## config.mk

```make
export PLATFORM = sky130hd
export DESIGN_NAME = fmr_top
export DESIGN_NICKNAME = d
export VERILOG_FILES = /design/src/rtl/fmr_pkg.sv /design/src/rtl/fmr_reg_if.sv /design/src/rtl/fmr_regbank.sv /design/src/rtl/fmr_top.sv
export VERILOG_INCLUDE_DIRS = /design/src /design/src/rtl
export SDC_FILE = /design/constraint.sdc
export NUM_CORES = 1
export LEC_CHECK = 0
export ABC_AREA = 1
export BUFFER_PORTS_ARGS = -buffer_cell sky130_fd_sc_hd__buf_2
export CAP_MARGIN = 20
export CORE_MARGIN = 4
export CORE_UTILIZATION = 43
export DETAILED_ROUTE_END_ITERATION = 12
export GPL_TIMING_DRIVEN = 0
export HOLD_SLACK_MARGIN = 0.15
export PLACE_DENSITY = 0.71
export SETUP_SLACK_MARGIN = 0.2
export SLEW_MARGIN = 10
export SYNTH_ARGS = -nofsm -noshare
export SYNTH_HDL_FRONTEND = slang
export SYNTH_SLANG_ARGS = --single-unit
```

## constraint.sdc

```tcl
create_clock -name CLK_SYS -period 4.49 [get_ports CLK_SYS]
set_clock_uncertainty 0.2 [all_clocks]
set_input_delay 0.898 -clock CLK_SYS [delete_from_list [all_inputs] [get_ports CLK_SYS]]
set_output_delay 0.898 -clock CLK_SYS [all_outputs]
set_load 0.1 [all_outputs]
```

## src/rtl/fmr_defines.svh

```systemverilog
// register addresses, reset values, field positions and timing constants for the fan monitor
`ifndef FMR_DEFINES_SVH
`define FMR_DEFINES_SVH

// register addresses
`define FMR_ADDR_EXT3_HIGH    8'h32
`define FMR_ADDR_INT_HIGH     8'h34
`define FMR_ADDR_FAN_DRIVE    8'h40
`define FMR_ADDR_FAN_CFG1     8'h42
`define FMR_ADDR_FAN_CFG2     8'h43
`define FMR_ADDR_GAIN         8'h45
`define FMR_ADDR_SPIN_UP      8'h46
`define FMR_ADDR_STEP         8'h47
`define FMR_ADDR_MIN_DRIVE    8'h48
`define FMR_ADDR_VALID_TACH   8'h49
`define FMR_ADDR_BAND_LOW     8'h4a
`define FMR_ADDR_BAND_HIGH    8'h4b
`define FMR_ADDR_TARGET_LOW   8'h4c
`define FMR_ADDR_TARGET_HIGH  8'h4d
`define FMR_ADDR_TACH_HIGH    8'h4e
`define FMR_ADDR_TACH_LOW     8'h4f
`define FMR_ADDR_LOCK         8'hef
`define FMR_ADDR_FEATURES     8'hfc
`define FMR_ADDR_PART_ID      8'hfd
`define FMR_ADDR_MAKER_ID     8'hfe
`define FMR_ADDR_REVISION     8'hff

// reset values
`define FMR_RST_HIGH_LIMIT    8'h55
`define FMR_RST_FAN_DRIVE     8'h00
`define FMR_RST_FAN_CFG1      8'h2b
`define FMR_RST_FAN_CFG2      8'h28
`define FMR_RST_GAIN          8'h2a
`define FMR_RST_SPIN_UP       8'h00
`define FMR_RST_STEP          8'h10
`define FMR_RST_MIN_DRIVE     8'h66
`define FMR_RST_VALID_TACH    8'hf5
`define FMR_RST_BAND          8'h00
`define FMR_RST_TARGET_LOW    8'hf8
`define FMR_RST_TARGET_HIGH   8'hff
`define FMR_RST_TACH_HIGH     8'hff
`define FMR_RST_TACH_LOW      8'hff
`define FMR_RST_LOCK          8'h00
`define FMR_RST_FEATURES      8'h00
`define FMR_UNMAPPED_DATA     8'h00

// field positions and special values
`define FMR_LOCK_BIT          0
`define FMR_CFG1_EN_BIT       7
`define FMR_BYTE_MSB          7
`define FMR_BIT_LAST          3'h7
`define FMR_DRIVE_FULL        8'hff
`define FMR_DRIVE_OFF         8'h00
`define FMR_TARGET_OFF        16'hffff

// timing: loop update period and clock rate
`define FMR_UPDATE_US         1000
`define FMR_CLK_MHZ           25

`endif

```

## src/rtl/fmr_pkg.sv

```systemverilog
// shared types of the fan monitor register block
package fmr_pkg;
  // one register byte
  typedef logic [7:0] fmr_byte_t;
  // serial slave protocol states
  typedef enum logic [3:0] {
    FMR_IDLE  = 4'b0000,
    FMR_ADDR  = 4'b0001,
    FMR_AACK  = 4'b0010,
    FMR_CMD   = 4'b0011,
    FMR_CACK  = 4'b0100,
    FMR_WDATA = 4'b0101,
    FMR_WACK  = 4'b0110,
    FMR_RDATA = 4'b0111,
    FMR_MACK  = 4'b1000,
    FMR_RLOAD = 4'b1001
  } fmr_state_e;
endpackage

```

## src/rtl/fmr_reg_if.sv

```systemverilog
// carrier between the serial front end and the register bank
`timescale 1ns/1ns
interface fmr_reg_if;
  logic [7:0] addr;        // register pointer
  logic [7:0] wdata;       // write byte
  logic wr_stb;            // one-cycle write strobe
  logic [7:0] rdata;       // read byte at addr
  logic [7:0] cfg1;        // loop configuration
  logic [7:0] step;        // largest drive change per update when target is on and drive is not below the floor
  logic [7:0] min_drive;   // drive floor while running
  logic [7:0] valid_tach;  // stall threshold on the high count byte
  logic [15:0] fail_band;  // tolerance at full drive
  logic [15:0] target;     // tachometer target
  logic [15:0] tach;       // measured count
  logic [7:0] strap;       // synchronised strap pins
  logic [7:0] drive;       // current fan drive
  logic [7:0] loop_drive;  // drive computed by the loop
  logic loop_upd;          // loop drive valid strobe
  modport front (output addr, output wdata, output wr_stb, input rdata, input cfg1,
                 input step, input min_drive, input valid_tach, input fail_band,
                 input target, output tach, output strap, input drive,
                 output loop_drive, output loop_upd);
  modport bank (input addr, input wdata, input wr_stb, output rdata, output cfg1,
                output step, output min_drive, output valid_tach, output fail_band,
                output target, input tach, input strap, output drive,
                input loop_drive, input loop_upd);
endinterface // fmr_reg_if

```

## src/rtl/fmr_regbank.sv

```systemverilog
// register bank with lock protection and read multiplexer
`timescale 1ns/1ns
`include "fmr_defines.svh"
module fmr_regbank #(
  parameter logic [7:0] PART_ID = 8'h7a,   // arbitrary value
  parameter logic [7:0] MAKER_ID = 8'h4e,  // arbitrary value
  parameter logic [7:0] REVISION = 8'h03   // arbitrary value
) (
  input wire logic clk,
  input wire logic reset,
  fmr_reg_if.bank rb
);
  fmr_pkg::fmr_byte_t ext3_high_ff, int_high_ff, drive_ff, cfg1_ff, cfg2_ff, gain_ff;
  fmr_pkg::fmr_byte_t spin_ff, step_ff, min_ff, valid_ff, band_lo_ff, band_hi_ff;
  fmr_pkg::fmr_byte_t tgt_lo_ff, tgt_hi_ff, tach_hi_ff, tach_lo_ff, lock_ff, feat_ff;
  logic locked;         // lockable class is read only
  logic wr;             // host write strobe

  assign locked = lock_ff[`FMR_LOCK_BIT];
  assign wr = rb.wr_stb;

  // host writes; defaults loaded by reset
  always_ff @(posedge clk) begin
    if (reset) begin
      ext3_high_ff <= `FMR_RST_HIGH_LIMIT;
      int_high_ff <= `FMR_RST_HIGH_LIMIT;
      cfg1_ff <= `FMR_RST_FAN_CFG1;
      cfg2_ff <= `FMR_RST_FAN_CFG2;
      gain_ff <= `FMR_RST_GAIN;
      spin_ff <= `FMR_RST_SPIN_UP;
      step_ff <= `FMR_RST_STEP;
      min_ff <= `FMR_RST_MIN_DRIVE;
      valid_ff <= `FMR_RST_VALID_TACH;
      band_lo_ff <= `FMR_RST_BAND;
      band_hi_ff <= `FMR_RST_BAND;
      tgt_lo_ff <= `FMR_RST_TARGET_LOW;
      tgt_hi_ff <= `FMR_RST_TARGET_HIGH;
      lock_ff <= `FMR_RST_LOCK;
    end else if (wr) begin
      case (rb.addr)
        `FMR_ADDR_FAN_CFG1: cfg1_ff <= rb.wdata;
        `FMR_ADDR_TARGET_LOW: tgt_lo_ff <= rb.wdata;
        `FMR_ADDR_TARGET_HIGH: tgt_hi_ff <= rb.wdata;
        default: begin
          if (!locked) begin
            case (rb.addr)
              `FMR_ADDR_EXT3_HIGH: ext3_high_ff <= rb.wdata;
              `FMR_ADDR_INT_HIGH: int_high_ff <= rb.wdata;
              `FMR_ADDR_FAN_CFG2: cfg2_ff <= rb.wdata;
              `FMR_ADDR_GAIN: gain_ff <= rb.wdata;
              `FMR_ADDR_SPIN_UP: spin_ff <= rb.wdata;
              `FMR_ADDR_STEP: step_ff <= rb.wdata;
              `FMR_ADDR_MIN_DRIVE: min_ff <= rb.wdata;
              `FMR_ADDR_VALID_TACH: valid_ff <= rb.wdata;
              `FMR_ADDR_BAND_LOW: band_lo_ff <= rb.wdata;
              `FMR_ADDR_BAND_HIGH: band_hi_ff <= rb.wdata;
              // lock register locks itself, so it sticks
              `FMR_ADDR_LOCK: lock_ff <= rb.wdata;
              default: lock_ff <= lock_ff;
            endcase
          end
        end
      endcase
    end
  end

  // fan drive: loop owns it when enabled, host otherwise
  always_ff @(posedge clk) begin
    if (reset) begin
      drive_ff <= `FMR_RST_FAN_DRIVE;
    end else if (cfg1_ff[`FMR_CFG1_EN_BIT]) begin
      if (rb.loop_upd) begin
        drive_ff <= rb.loop_drive;
      end
    end else if (wr && rb.addr == `FMR_ADDR_FAN_DRIVE) begin
      // direct control when loop is off
      drive_ff <= rb.wdata;
    end
  end

  // live tachometer count and strap report
  always_ff @(posedge clk) begin
    if (reset) begin
      tach_hi_ff <= `FMR_RST_TACH_HIGH;
      tach_lo_ff <= `FMR_RST_TACH_LOW;
      feat_ff <= `FMR_RST_FEATURES;
    end else begin
      // count is only ever loaded from hardware
      tach_hi_ff <= rb.tach[15:8];
      tach_lo_ff <= rb.tach[7:0];
      // follows the synchronised straps
      // a one-shot capture would only ever see the synchroniser's reset value
      feat_ff <= rb.strap;
    end
  end

  // read multiplexer
  always_comb begin
    case (rb.addr)
      `FMR_ADDR_EXT3_HIGH: rb.rdata = ext3_high_ff;
      `FMR_ADDR_INT_HIGH: rb.rdata = int_high_ff;
      `FMR_ADDR_FAN_DRIVE: rb.rdata = drive_ff;
      `FMR_ADDR_FAN_CFG1: rb.rdata = cfg1_ff;
      `FMR_ADDR_FAN_CFG2: rb.rdata = cfg2_ff;
      `FMR_ADDR_GAIN: rb.rdata = gain_ff;
      `FMR_ADDR_SPIN_UP: rb.rdata = spin_ff;
      `FMR_ADDR_STEP: rb.rdata = step_ff;
      `FMR_ADDR_MIN_DRIVE: rb.rdata = min_ff;
      `FMR_ADDR_VALID_TACH: rb.rdata = valid_ff;
      `FMR_ADDR_BAND_LOW: rb.rdata = band_lo_ff;
      `FMR_ADDR_BAND_HIGH: rb.rdata = band_hi_ff;
      `FMR_ADDR_TARGET_LOW: rb.rdata = tgt_lo_ff;
      `FMR_ADDR_TARGET_HIGH: rb.rdata = tgt_hi_ff;
      `FMR_ADDR_TACH_HIGH: rb.rdata = tach_hi_ff;
      `FMR_ADDR_TACH_LOW: rb.rdata = tach_lo_ff;
      `FMR_ADDR_LOCK: rb.rdata = lock_ff;
      `FMR_ADDR_FEATURES: rb.rdata = feat_ff;
      `FMR_ADDR_PART_ID: rb.rdata = PART_ID;
      `FMR_ADDR_MAKER_ID: rb.rdata = MAKER_ID;
      `FMR_ADDR_REVISION: rb.rdata = REVISION;
      default: rb.rdata = `FMR_UNMAPPED_DATA;
    endcase
  end

  assign rb.cfg1 = cfg1_ff;
  assign rb.step = step_ff;
  assign rb.min_drive = min_ff;
  assign rb.valid_tach = valid_ff;
  assign rb.fail_band = {band_hi_ff, band_lo_ff};
  assign rb.target = {tgt_hi_ff, tgt_lo_ff};
  assign rb.drive = drive_ff;
endmodule // fmr_regbank

```

## src/rtl/fmr_top.sv

```systemverilog
// serial register slave and closed-loop fan drive of the fan monitor
`timescale 1ns/1ns
`include "fmr_defines.svh"

module fmr_top #(
  parameter logic [6:0] SLAVE_ADDR = 7'h2c,  // serial slave address
  parameter int UPDATE_CYCLES = `FMR_UPDATE_US * `FMR_CLK_MHZ  // loop update period
) (
  input wire logic CLK_SYS,
  input wire logic RESET,
  input wire logic SCL_IN,
  input wire logic SDA_IN,
  output logic SDA_OUT,
  output logic SDA_OE,
  input wire logic [15:0] TACH_COUNT,
  input wire logic [7:0] STRAP_PINS,
  output logic [7:0] FAN_DRIVE,
  output logic FAN_STALL,
  output logic FAN_DRIVE_FAIL
);
  // carrier to the register bank
  fmr_reg_if rif ();

  // pin synchronisers, two stages each
  logic scl_s1_ff, scl_s2_ff;        // clock pin stages
  logic sda_s1_ff, sda_s2_ff;        // data pin stages
  logic [7:0] strap_s1_ff, strap_s2_ff;  // strap pin stages
  logic scl_d_ff, sda_d_ff;          // delayed copies for edge detection

  // edge and condition detects, all from the second stage onward
  logic scl_rise, scl_fall;
  logic start_det, stop_det;

  // protocol state
  fmr_pkg::fmr_state_e st_ff;        // slave state
  logic [2:0] cnt_ff;                // bit count inside a byte
  logic [7:0] sh_ff;                 // shift register
  logic done_ff;                     // eight bits received
  logic rw_ff;                       // direction bit of the address byte
  logic ack_ff;                      // host acknowledged last read byte
  logic [7:0] ptr_ff;                // register pointer
  logic [7:0] wdata_ff;              // byte handed to the bank
  logic wr_ff;                       // write strobe to the bank
  logic oe_ff;                       // pulling the data line low

  // loop state
  logic [19:0] tick_cnt_ff;          // update divider
  logic tick_ff;                     // one-cycle update enable
  logic [7:0] loop_drive_ff;         // computed drive
  logic loop_upd_ff;                 // computed drive strobe
  logic stall_ff;                    // fan below valid count
  logic fail_ff;                     // target missed at full drive
  logic [15:0] tach_ff;              // sampled count

  // loop arithmetic
  logic [7:0] head_room;             // distance to full drive
  logic [7:0] up_step;               // allowed rise
  logic [7:0] down_step;             // allowed fall
  logic [7:0] raw_drive;             // drive before the floor
  logic [7:0] nxt_drive;             // drive after the floor
  logic [16:0] fail_limit;           // target plus band, one bit wider

  // pin synchronisers; first stage feeds only the second
  always_ff @(posedge CLK_SYS) begin
    if (RESET) begin
      scl_s1_ff <= 1'b1;
      scl_s2_ff <= 1'b1;
      sda_s1_ff <= 1'b1;
      sda_s2_ff <= 1'b1;
      strap_s1_ff <= 8'h00;
      strap_s2_ff <= 8'h00;
    end else begin
      scl_s1_ff <= SCL_IN;
      scl_s2_ff <= scl_s1_ff;
      sda_s1_ff <= SDA_IN;
      sda_s2_ff <= sda_s1_ff;
      strap_s1_ff <= STRAP_PINS;
      strap_s2_ff <= strap_s1_ff;
    end
  end

  // delayed copies of the synchronised lines
  always_ff @(posedge CLK_SYS) begin
    if (RESET) begin
      scl_d_ff <= 1'b1;
      sda_d_ff <= 1'b1;
    end else begin
      scl_d_ff <= scl_s2_ff;
      sda_d_ff <= sda_s2_ff;
    end
  end

  // line events; start and stop only count while the clock line is high
  assign scl_rise = scl_s2_ff && !scl_d_ff;
  assign scl_fall = !scl_s2_ff && scl_d_ff;
  assign start_det = scl_s2_ff && scl_d_ff && !sda_s2_ff && sda_d_ff;
  assign stop_det = scl_s2_ff && scl_d_ff && sda_s2_ff && !sda_d_ff;

  // serial slave protocol
  always_ff @(posedge CLK_SYS) begin
    if (RESET) begin
      st_ff <= fmr_pkg::FMR_IDLE;
      cnt_ff <= 3'h0;
      sh_ff <= 8'h00;
      done_ff <= 1'b0;
      rw_ff <= 1'b0;
      ack_ff <= 1'b0;
      ptr_ff <= 8'h00;
      wdata_ff <= 8'h00;
      wr_ff <= 1'b0;
      oe_ff <= 1'b0;
    end else begin
      wr_ff <= 1'b0;
      if (stop_det) begin
        // stop releases the line whatever the state
        st_ff <= fmr_pkg::FMR_IDLE;
        oe_ff <= 1'b0;
      end else if (start_det) begin
        // start or repeated start; pointer survives for reads
        st_ff <= fmr_pkg::FMR_ADDR;
        cnt_ff <= 3'h0;
        done_ff <= 1'b0;
        oe_ff <= 1'b0;
      end else begin
        case (st_ff)
          // receiving states share the shifter
          fmr_pkg::FMR_ADDR, fmr_pkg::FMR_CMD, fmr_pkg::FMR_WDATA: begin
            if (scl_rise) begin
              sh_ff <= {sh_ff[6:0], sda_s2_ff};
              cnt_ff <= cnt_ff + 3'h1;
              done_ff <= (cnt_ff == `FMR_BIT_LAST);
            end else if (scl_fall && done_ff) begin
              done_ff <= 1'b0;
              if (st_ff == fmr_pkg::FMR_ADDR) begin
                // answer only our own address
                if (sh_ff[7:1] == SLAVE_ADDR) begin
                  rw_ff <= sh_ff[0];
                  oe_ff <= 1'b1;
                  st_ff <= fmr_pkg::FMR_AACK;
                end else begin
                  st_ff <= fmr_pkg::FMR_IDLE;
                end
              end else if (st_ff == fmr_pkg::FMR_CMD) begin
                // command byte sets the pointer
                ptr_ff <= sh_ff;
                oe_ff <= 1'b1;
                st_ff <= fmr_pkg::FMR_CACK;
              end else begin
                // data byte goes to the bank as a one-cycle strobe
                wdata_ff <= sh_ff;
                wr_ff <= 1'b1;
                oe_ff <= 1'b1;
                st_ff <= fmr_pkg::FMR_WACK;
              end
            end
          end
          // address acknowledged; read starts driving bit seven here
          fmr_pkg::FMR_AACK: begin
            if (scl_fall) begin
              cnt_ff <= 3'h0;
              if (rw_ff) begin
                sh_ff <= rif.rdata;
                oe_ff <= !rif.rdata[`FMR_BYTE_MSB];
                st_ff <= fmr_pkg::FMR_RDATA;
              end else begin
                oe_ff <= 1'b0;
                st_ff <= fmr_pkg::FMR_CMD;
              end
            end
          end
          // command acknowledged
          fmr_pkg::FMR_CACK: begin
            if (scl_fall) begin
              oe_ff <= 1'b0;
              cnt_ff <= 3'h0;
              st_ff <= fmr_pkg::FMR_WDATA;
            end
          end
          // data acknowledged; block writes step the pointer
          fmr_pkg::FMR_WACK: begin
            if (scl_fall) begin
              oe_ff <= 1'b0;
              cnt_ff <= 3'h0;
              ptr_ff <= ptr_ff + 8'h01;
              st_ff <= fmr_pkg::FMR_WDATA;
            end
          end
          // shift a read byte out, msb first
          fmr_pkg::FMR_RDATA: begin
            if (scl_fall) begin
              cnt_ff <= cnt_ff + 3'h1;
              if (cnt_ff == `FMR_BIT_LAST) begin
                oe_ff <= 1'b0;
                st_ff <= fmr_pkg::FMR_MACK;
              end else begin
                sh_ff <= {sh_ff[6:0], 1'b0};
                oe_ff <= !sh_ff[6];
              end
            end
          end
          // host ack bit; a nack ends the read
          fmr_pkg::FMR_MACK: begin
            if (scl_rise) begin
              ack_ff <= !sda_s2_ff;
              if (!sda_s2_ff) begin
                ptr_ff <= ptr_ff + 8'h01;
                st_ff <= fmr_pkg::FMR_RLOAD;
              end else begin
                st_ff <= fmr_pkg::FMR_IDLE;
              end
            end
          end
          // next byte is fetched on the clock fall that ends the host ack bit
          fmr_pkg::FMR_RLOAD: begin
            if (scl_fall) begin
              sh_ff <= rif.rdata;
              oe_ff <= !rif.rdata[`FMR_BYTE_MSB];
              cnt_ff <= 3'h0;
              st_ff <= fmr_pkg::FMR_RDATA;
            end
          end
          // idle waits for a start
          fmr_pkg::FMR_IDLE: begin
            oe_ff <= 1'b0;
          end
          default: begin
            st_ff <= fmr_pkg::FMR_IDLE;
            oe_ff <= 1'b0;
          end
        endcase
      end
    end
  end

  // update enable divider; the loop only moves on these pulses
  always_ff @(posedge CLK_SYS) begin
    if (RESET) begin
      tick_cnt_ff <= 20'h00000;
      tick_ff <= 1'b0;
    end else if (tick_cnt_ff == 20'(UPDATE_CYCLES - 1)) begin
      tick_cnt_ff <= 20'h00000;
      tick_ff <= 1'b1;
    end else begin
      tick_cnt_ff <= tick_cnt_ff + 20'h00001;
      tick_ff <= 1'b0;
    end
  end

  // sample the count from the measuring logic on the same clock
  always_ff @(posedge CLK_SYS) begin
    if (RESET) begin
      tach_ff <= 16'hffff;
    end else begin
      tach_ff <= TACH_COUNT;
    end
  end

  // rise and fall limited to the step value unless the target is off or the floor lifts the drive
  always_comb begin
    head_room = `FMR_DRIVE_FULL - rif.drive;
    up_step = (rif.step < head_room) ? rif.step : head_room;
    down_step = (rif.step < rif.drive) ? rif.step : rif.drive;
    // a larger count is a slower fan, so it needs more drive
    if (rif.target == `FMR_TARGET_OFF) begin
      raw_drive = `FMR_DRIVE_OFF;
    end else if (tach_ff > rif.target) begin
      raw_drive = rif.drive + up_step;
    end else if (tach_ff < rif.target) begin
      raw_drive = rif.drive - down_step;
    end else begin
      raw_drive = rif.drive;
    end
    // floor applies whenever the fan is commanded on
    if (rif.target != `FMR_TARGET_OFF && raw_drive < rif.min_drive) begin
      nxt_drive = rif.min_drive;
    end else begin
      nxt_drive = raw_drive;
    end
  end

  // loop output, one strobe per update while the loop is enabled
  always_ff @(posedge CLK_SYS) begin
    if (RESET) begin
      loop_drive_ff <= `FMR_RST_FAN_DRIVE;
      loop_upd_ff <= 1'b0;
    end else begin
      loop_upd_ff <= tick_ff && rif.cfg1[`FMR_CFG1_EN_BIT];
      if (tick_ff) begin
        loop_drive_ff <= nxt_drive;
      end
    end
  end

  // target plus tolerance, kept one bit wider to avoid wrap
  assign fail_limit = {1'b0, rif.target} + {1'b0, rif.fail_band};

  // fan health flags
  always_ff @(posedge CLK_SYS) begin
    if (RESET) begin
      stall_ff <= 1'b0;
      fail_ff <= 1'b0;
    end else begin
      // high count byte above threshold means stalled
      stall_ff <= (rif.drive != `FMR_DRIVE_OFF) && (tach_ff[15:8] > rif.valid_tach);
      // full drive yet still slower than target plus band
      fail_ff <= (rif.drive == `FMR_DRIVE_FULL) && ({1'b0, tach_ff} > fail_limit);
    end
  end

  // carrier connections
  assign rif.addr = ptr_ff;
  assign rif.wdata = wdata_ff;
  assign rif.wr_stb = wr_ff;
  assign rif.tach = tach_ff;
  assign rif.strap = strap_s2_ff;
  assign rif.loop_drive = loop_drive_ff;
  assign rif.loop_upd = loop_upd_ff;

  // register bank
  fmr_regbank u_bank (
    .clk(CLK_SYS),
    .reset(RESET),
    .rb(rif.bank)
  );

  // pins: open drain, only ever pulls low
  assign SDA_OUT = 1'b0;
  assign SDA_OE = oe_ff;
  assign FAN_DRIVE = rif.drive;
  assign FAN_STALL = stall_ff;
  assign FAN_DRIVE_FAIL = fail_ff;
endmodule // fmr_top

```

# Yosys cells after proc, flatten, opt, wreduce, memory -nomap -nowiden
# Cells that the tools add are included.
# word_totals
regBits	249
inputBits	28
output_inout_bits	12
wordCells	257
# op_classes
addsub	7
n_lt_le_gt_ge	7
eq_ne	64
muxes	64
n_bitwise	11
n_reduce_logical	60
# op_table
op	count
8-bit two-way mux	22
8-bit one-hot mux with 21 select lines	1
8-bit by 7-bit equality test with 1-bit output, second input constant	14
8-bit equality test, second input constant	6
4-bit AND reduction	11
4-bit two-way mux	10
2-bit != test, second input constant	16
8-bit one-hot mux with 4 select lines	1
4-bit one-hot mux with 7 select lines	1
3-bit != test, second input constant	9
9-bit AND reduction	3
8-bit less-than comparator	3
8-bit one-hot mux with 3 select lines	1
20-bit by 1-bit adder with 20-bit output, second input constant	1
20-bit by 15-bit equality test with 1-bit output, second input constant	1
1-bit two-way mux	19
16-bit by 16-bit adder with 17-bit output	1
16-bit by 17-bit greater-than comparator with 1-bit output	1
16-bit equality test, second input constant	1
4-bit by 3-bit equality test with 1-bit output, second input constant	4
8-bit by 6-bit equality test with 1-bit output, second input constant	2
16-bit greater-than comparator	1
16-bit less-than comparator	1
16-bit != test, second input constant	1
other kinds (35)	82

# Logic depth before layout (Yosys ltp)
# logic_depth
ltp_word	9
ltp_mapped	33
depth_no_buf	32

# Hierarchy
# From an unflattened synthesis, not the netlist that was laid out.
# hier_totals
cells_unflattened	2010
area_unflattened_um2	14300.0
# by_module_without_submodules
mod	n_inst	cells_per_inst	area_per_inst_um2	seq_area_each_um2
fmr_top	1	1045	7458.4	2102.0
fmr_regbank	1	965	6841.6	2882.8

# Least setup slack after synthesis
# Ideal clock, no wire load.
# synth_timing
kind	register to register
from	reg u_bank.drive_ff[1], in the netlist u_bank.rb.drive[1]
to	reg loop_drive_ff[0]
setup_time_ps	71
t_arrival_ps	5369
required_time_ps	4219
setup_slack_ps	-1150
stages_incl_launch_ff	28
path_buffers	1
synth_period_minus_slack_ps	5640
path_cell_list	dfxtp_1 -> inv_1 -> ha_1 -> a21boi_0 -> o211ai_1 -> nand2_1 -> nand4_1 -> nand2_1 -> clkbuf_1 -> o21ai_0 -> ha_1 -> fa_1 -> o21ai_0 -> a21o_1 -> a21oi_1 -> xnor2_1 -> o21ai_0 -> nand2_1 -> nand2_1 -> inv_1 -> ha_1 -> nand2_1 -> o21ai_0 -> a211oi_2 -> nand2_2 -> nand2_1 -> nand3_1 -> a21oi_1
# synth_between
elab_chain_cells	9
word_cells_on_any_way	13
classes_between	add/sub (3); order compare (3); mux (6); reduce/logical (1)
# synth_rtl
element	line	rtl
start: declaration	fmr_regbank.sv:13	fmr_pkg::fmr_byte_t ext3_high_ff, int_high_ff, drive_ff, cfg1_ff, cfg2_ff, gain_ff;
start signal: assignment	fmr_regbank.sv:70	drive_ff <= `FMR_RST_FAN_DRIVE;
start signal: assignment	fmr_regbank.sv:73	drive_ff <= rb.loop_drive;
start signal: assignment	fmr_regbank.sv:77	drive_ff <= rb.wdata;
8-bit subtractor (no line) / 8-bit less-than comparator (equally long branches)	-	
8-bit less-than comparator / 8-bit two-way mux (equally long branches)	fmr_top.sv:261, fmr_top.sv:262	
8-bit two-way mux / 8-bit subtractor (equally long branches)	fmr_top.sv:261, fmr_top.sv:269	
8-bit adder / 8-bit two-way mux (equally long branches)	fmr_top.sv:267, fmr_top.sv:268	
8-bit two-way mux (*)	fmr_top.sv:266	end else if (tach_ff > rif.target) begin
8-bit two-way mux (*)	fmr_top.sv:264	if (rif.target == `FMR_TARGET_OFF) begin
8-bit less-than comparator	fmr_top.sv:274	if (rif.target != `FMR_TARGET_OFF && raw_drive < rif.min_drive) begin
1-bit logical AND	fmr_top.sv:274	
8-bit two-way mux (*)	fmr_top.sv:274	
end signal: assignment	fmr_top.sv:284	loop_drive_ff <= `FMR_RST_FAN_DRIVE;
end signal: assignment	fmr_top.sv:289	loop_drive_ff <= nxt_drive;
end: declaration	fmr_top.sv:49	logic [7:0] loop_drive_ff;
# Every way passes the cells marked *; elsewhere a longest branch is shown, timed or not.
# A chain may end at the register's enable or synchronous reset.

# Worst setup path after layout
# layout_timing
from	reg u_bank.drive_ff[1], in the netlist u_bank.rb.drive[1]
to	reg loop_drive_ff[5]
# Same word-level chain as after synthesis.

==> impl_metrics.yaml <==
clock_network:
  clockRootBuffer: "clkbuf_16"
  cts_tree: "built"
  clock_sinks: 249
  clockBufferDepth: 3
  htree_levels: 1
  cts.reportedPaths.clkPinSlew_ns: 0.06
  clk_latency_ns: 0.57
  cts_buffers: 28
worst_setup_path:
  worstSetupPathType: "flop to flop"
  critPathMaxStageDelay_ns: 0.38
  crit_fanout: 6
  crit_path_frequent_cell: "nand2_1"
  required_ns: 4.68
  reg2reg_from: "u_bank.rb.drive[1]$_SDFFE_PP0P_"
  endpoint_kind: "flop"
  critPathLaunchType: "flop"
  r2r_cells: 31
  cpMaxStageDelayCell: "dfxtp_4"
  startpoint: "u_bank.rb.drive[1]$_SDFFE_PP0P_"
  worst_ep_arrival_time_ns: 4.84
  regToRegSetupSlack_ns: -0.16
  reg2reg_to: "loop_drive_ff[5]$_SDFFE_PP0P_"
  crit_end: "loop_drive_ff[5]$_SDFFE_PP0P_"
place:
  dpl.hpwl_um: 31400
  port_buffers: 38
  gp_congestion: 0.953
  placed_cells: 2208
timing:
  slew_violations: 0
  setup_viol: 8
  rsz0062_at_grt: "yes"
  finalWorstSetupSlack_ns: -0.164
  final_hold_viol_count: 0
  slew_headroom: 0.354
  fin_crit_sh: 1.04
  fin_setup_tns_ns: -1.21
  worst_slew_pin_slew_ns: 0.945
  max_freq_mhz: 215
  fin_crit_ns: 4.65
logic_synthesis:
  synth-xor-area-share: 0.0172
  synth.distinct_cells: 59
  synth-compound-area-share: 0.216
  synth.net_count: 1909
  syn_avg_cell_area_um2: 7.44
  ys_seq_elements: 249
  synth_seq_area_share: 0.376
  synth_edf_count: 0
  syn_area_um2: 13200
  syn_inst: 1780
  synthArstFlopShare: 0
  synthAdderAreaFrac: 0.0971
  yosys.area_share.simple: 0.206
  synthMuxAreaShare: 0
  synth_top_family_by_area: "compound AO/OA/AOI/OAI gates"
  yosysWarningCount: 0
  synth-main-ff-cell: "dfxtp_1"
detailed_routing:
  dr_total_vias: 13100
  routed_wl_um: 43800
  route.detailed.drc: 0
  firstDrtPassIters: 5
  drt-initial-drc-count: 1326
  postRouteAntennaNets: 0
  wl_per_cell_um: 19.0
  viasPerCell: 5.67
floorplanning:
  initial_utilization: 0.441
  dieArea_um2: 33700
  io_pins: 40
  die_w_um: 183
  die_h_um: 183
  core_area_um2: 30000
  rows: 63
power:
  powerDensity_nw_per_um2: 364
  vdd_drop_max_v: 0.000253
  power.internal_w: 0.00398
  switchingPower_w: 0.00172
  leakage_nw: 6.88
  swShare: 0.302
  p_seq_frac: 0.429
  pwr-share-comb: 0.156
  pwr-share-clk: 0.415
global_routing:
  grt_usage: 0.249
  grt_pass1_wl_um: 66700
  grt-ovfl-total: 0
  grt_antenna_before_repair: 0
  first_global_vias: 12000
  grt_max_degree: 16
run:
  drv_cap: 0
cells_and_area:
  syn_to_final_growth_pct: 18.3
  diodes: 0
  num-fill-cells: 2885
  final_cells: 2305
  largest_register: "tick_cnt_ff"
  nNetsFinal: 2022
  largest_reg_flops: 20
  drive_above_1_share: 0.157
hold_path:
  hold_class: "flop to flop"
run_status:
  failed_checks: "setup timing"
  status: "finished with violations"
repair_timing:
| action | 4_1_cts | 5_1_grt |
|---|---|---|
| setup endpoints to repair | 8 | 8 |
| buffers inserted | 32 | 13 |
| hold endpoints to repair | 0 | 0 |
| pin swaps | 24 | 40 |
| resized for setup | 32 | 39 |
| hold buffers | 0 | 0 |
cell usage after synthesis (5+ instances only):
cell type | number | area (µm²)
clkinv_1 | 6 | 22.5
dfxtp_1 | 249 | 4980
nor3_2 | 6 | 60.1
ha_1 | 98 | 1230
o211ai_1 | 31 | 233
o21bai_1 | 7 | 52.6
nand2_1 | 273 | 1020
nor3_1 | 31 | 155
nor2_2 | 5 | 31.3
a31oi_1 | 15 | 93.8
o31ai_1 | 5 | 37.5
buf_2 | 11 | 55.1
inv_1 | 225 | 845
inv_2 | 9 | 33.8
o21ai_0 | 180 | 901
clkbuf_1 | 37 | 139
nor2_1 | 144 | 541
a21oi_1 | 196 | 981
nand3_1 | 56 | 280
or2_2 | 35 | 219
nand4_1 | 20 | 125
a211oi_1 | 9 | 67.6
xnor2_1 | 13 | 114
o22ai_1 | 9 | 56.3
a221oi_1 | 22 | 193
xor2_1 | 13 | 114
nor4_1 | 14 | 87.6
layer usage:
metal	global-route usage	vias up	wire length, µm
met5	0	-	0
met4	0.0894	0	1780
met3	0.0336	117	3970
met2	0.384	636	18700
met1	0.357	6048	19300
li1	-	6263	-
area by class of cell:
class	instances	area [µm²]	area share
buffer	56	273	0.0174
multi-input combinational	1235	7450	0.476
tap	390	488	0.0312
clock inverter	15	168	0.0107
timing repair buffer	83	539	0.0344
sequential	249	5020	0.320
clock buffer	37	806	0.0514
inverter	240	916	0.0585
metrics by stage:
step / power, W / cell area [µm²] / util / worst slack [ns] / hold WS (ns)
3_3_place_gp: 0.00334 / 14100 / 0.469 / -0.495 / 0.191
3_5_place_dp: 0.00335 / 14100 / 0.469 / -0.671 / 0.196
5_1_grt: 0.00594 / 15700 / 0.521 / -0.391 / 0.218
4_1_cts: 0.00569 / 15400 / 0.513 / 0.0321 / 0.203
6_report: 0.00570 / 15700 / 0.521 / -0.164 / 0.201
2_1_floorplan: 0.00309 / 13400 / - / -0.105 / 0.188
worst max-delay path: cells and delay by family, from the launching register on:
kind                       cells  cell delay (ns)
AOI/OAI and AO/OA             10             1.33
and+or+nand+nor               13             1.10
adders and majority gates      3             0.71
buffers and inverters          4             0.61
xor gates and xnor gates       1             0.14
DFF                            1             0.38
worst min path at each step:
stage | start | endpoint | slack, ns | cells after the start
6_report | rif.strap[2]$_SDFF_PP0_ | u_bank.feat_ff[2]$_SDFF_PP0_ | 0.20 | 2
5_1_grt | rif.strap[1]$_SDFF_PP0_ | u_bank.feat_ff[1]$_SDFF_PP0_ | 0.22 | 2
4_1_cts | rif.strap[7]$_SDFF_PP0_ | u_bank.feat_ff[7]$_SDFF_PP0_ | 0.20 | 2
3_5_place_dp | rif.strap[1]$_SDFF_PP0_ | u_bank.feat_ff[1]$_SDFF_PP0_ | 0.20 | 2
3_3_place_gp | rif.strap[7]$_SDFF_PP0_ | u_bank.feat_ff[7]$_SDFF_PP0_ | 0.19 | 2
2_1_floorplan | strap_s1_ff[0]$_SDFF_PP0_ | rif.strap[0]$_SDFF_PP0_ | 0.19 | 2
layout by cell type (no fill, tap or decap), drive strengths merged, types with 6 or more instances in the layout:
cell      n
nand2   278
dfxtp   249
inv     235
a21oi   198
o21ai   182
nor2    151
buf     104
ha       98
clkbuf   72
nand3    57
nor3     37
or2      35
o211ai   31
a221oi   23
nand4    20
nor4     16
a31oi    15
clkinv   15
xnor2    13
xor2     13
a211oi   10
o22ai     9
o21bai    7
o31ai     6
power groups by stage:
stage	Combinational, W	Sequential, W	Clock [W]
after floorplan	0.000624	0.00247	0
after global routing	0.000993	0.00245	0.00249
after global placement	0.000859	0.00249	0
after CTS	0.000872	0.00244	0.00239
final	0.000890	0.00244	0.00236
after detailed placement	0.000863	0.00249	0
logic make-up (layout without fill, tap and decap cells):
logic type,count (synthesis),in the layout
DFF,249,249
AOI/OAI and AO/OA,501,501
adders and majority gates,101,101
other,1,1
and+or+nand+nor,606,606
xor gates and xnor gates,26,26
buffers and inverters,296,431
No activity file was read; power rests on OpenSTA's default activity.
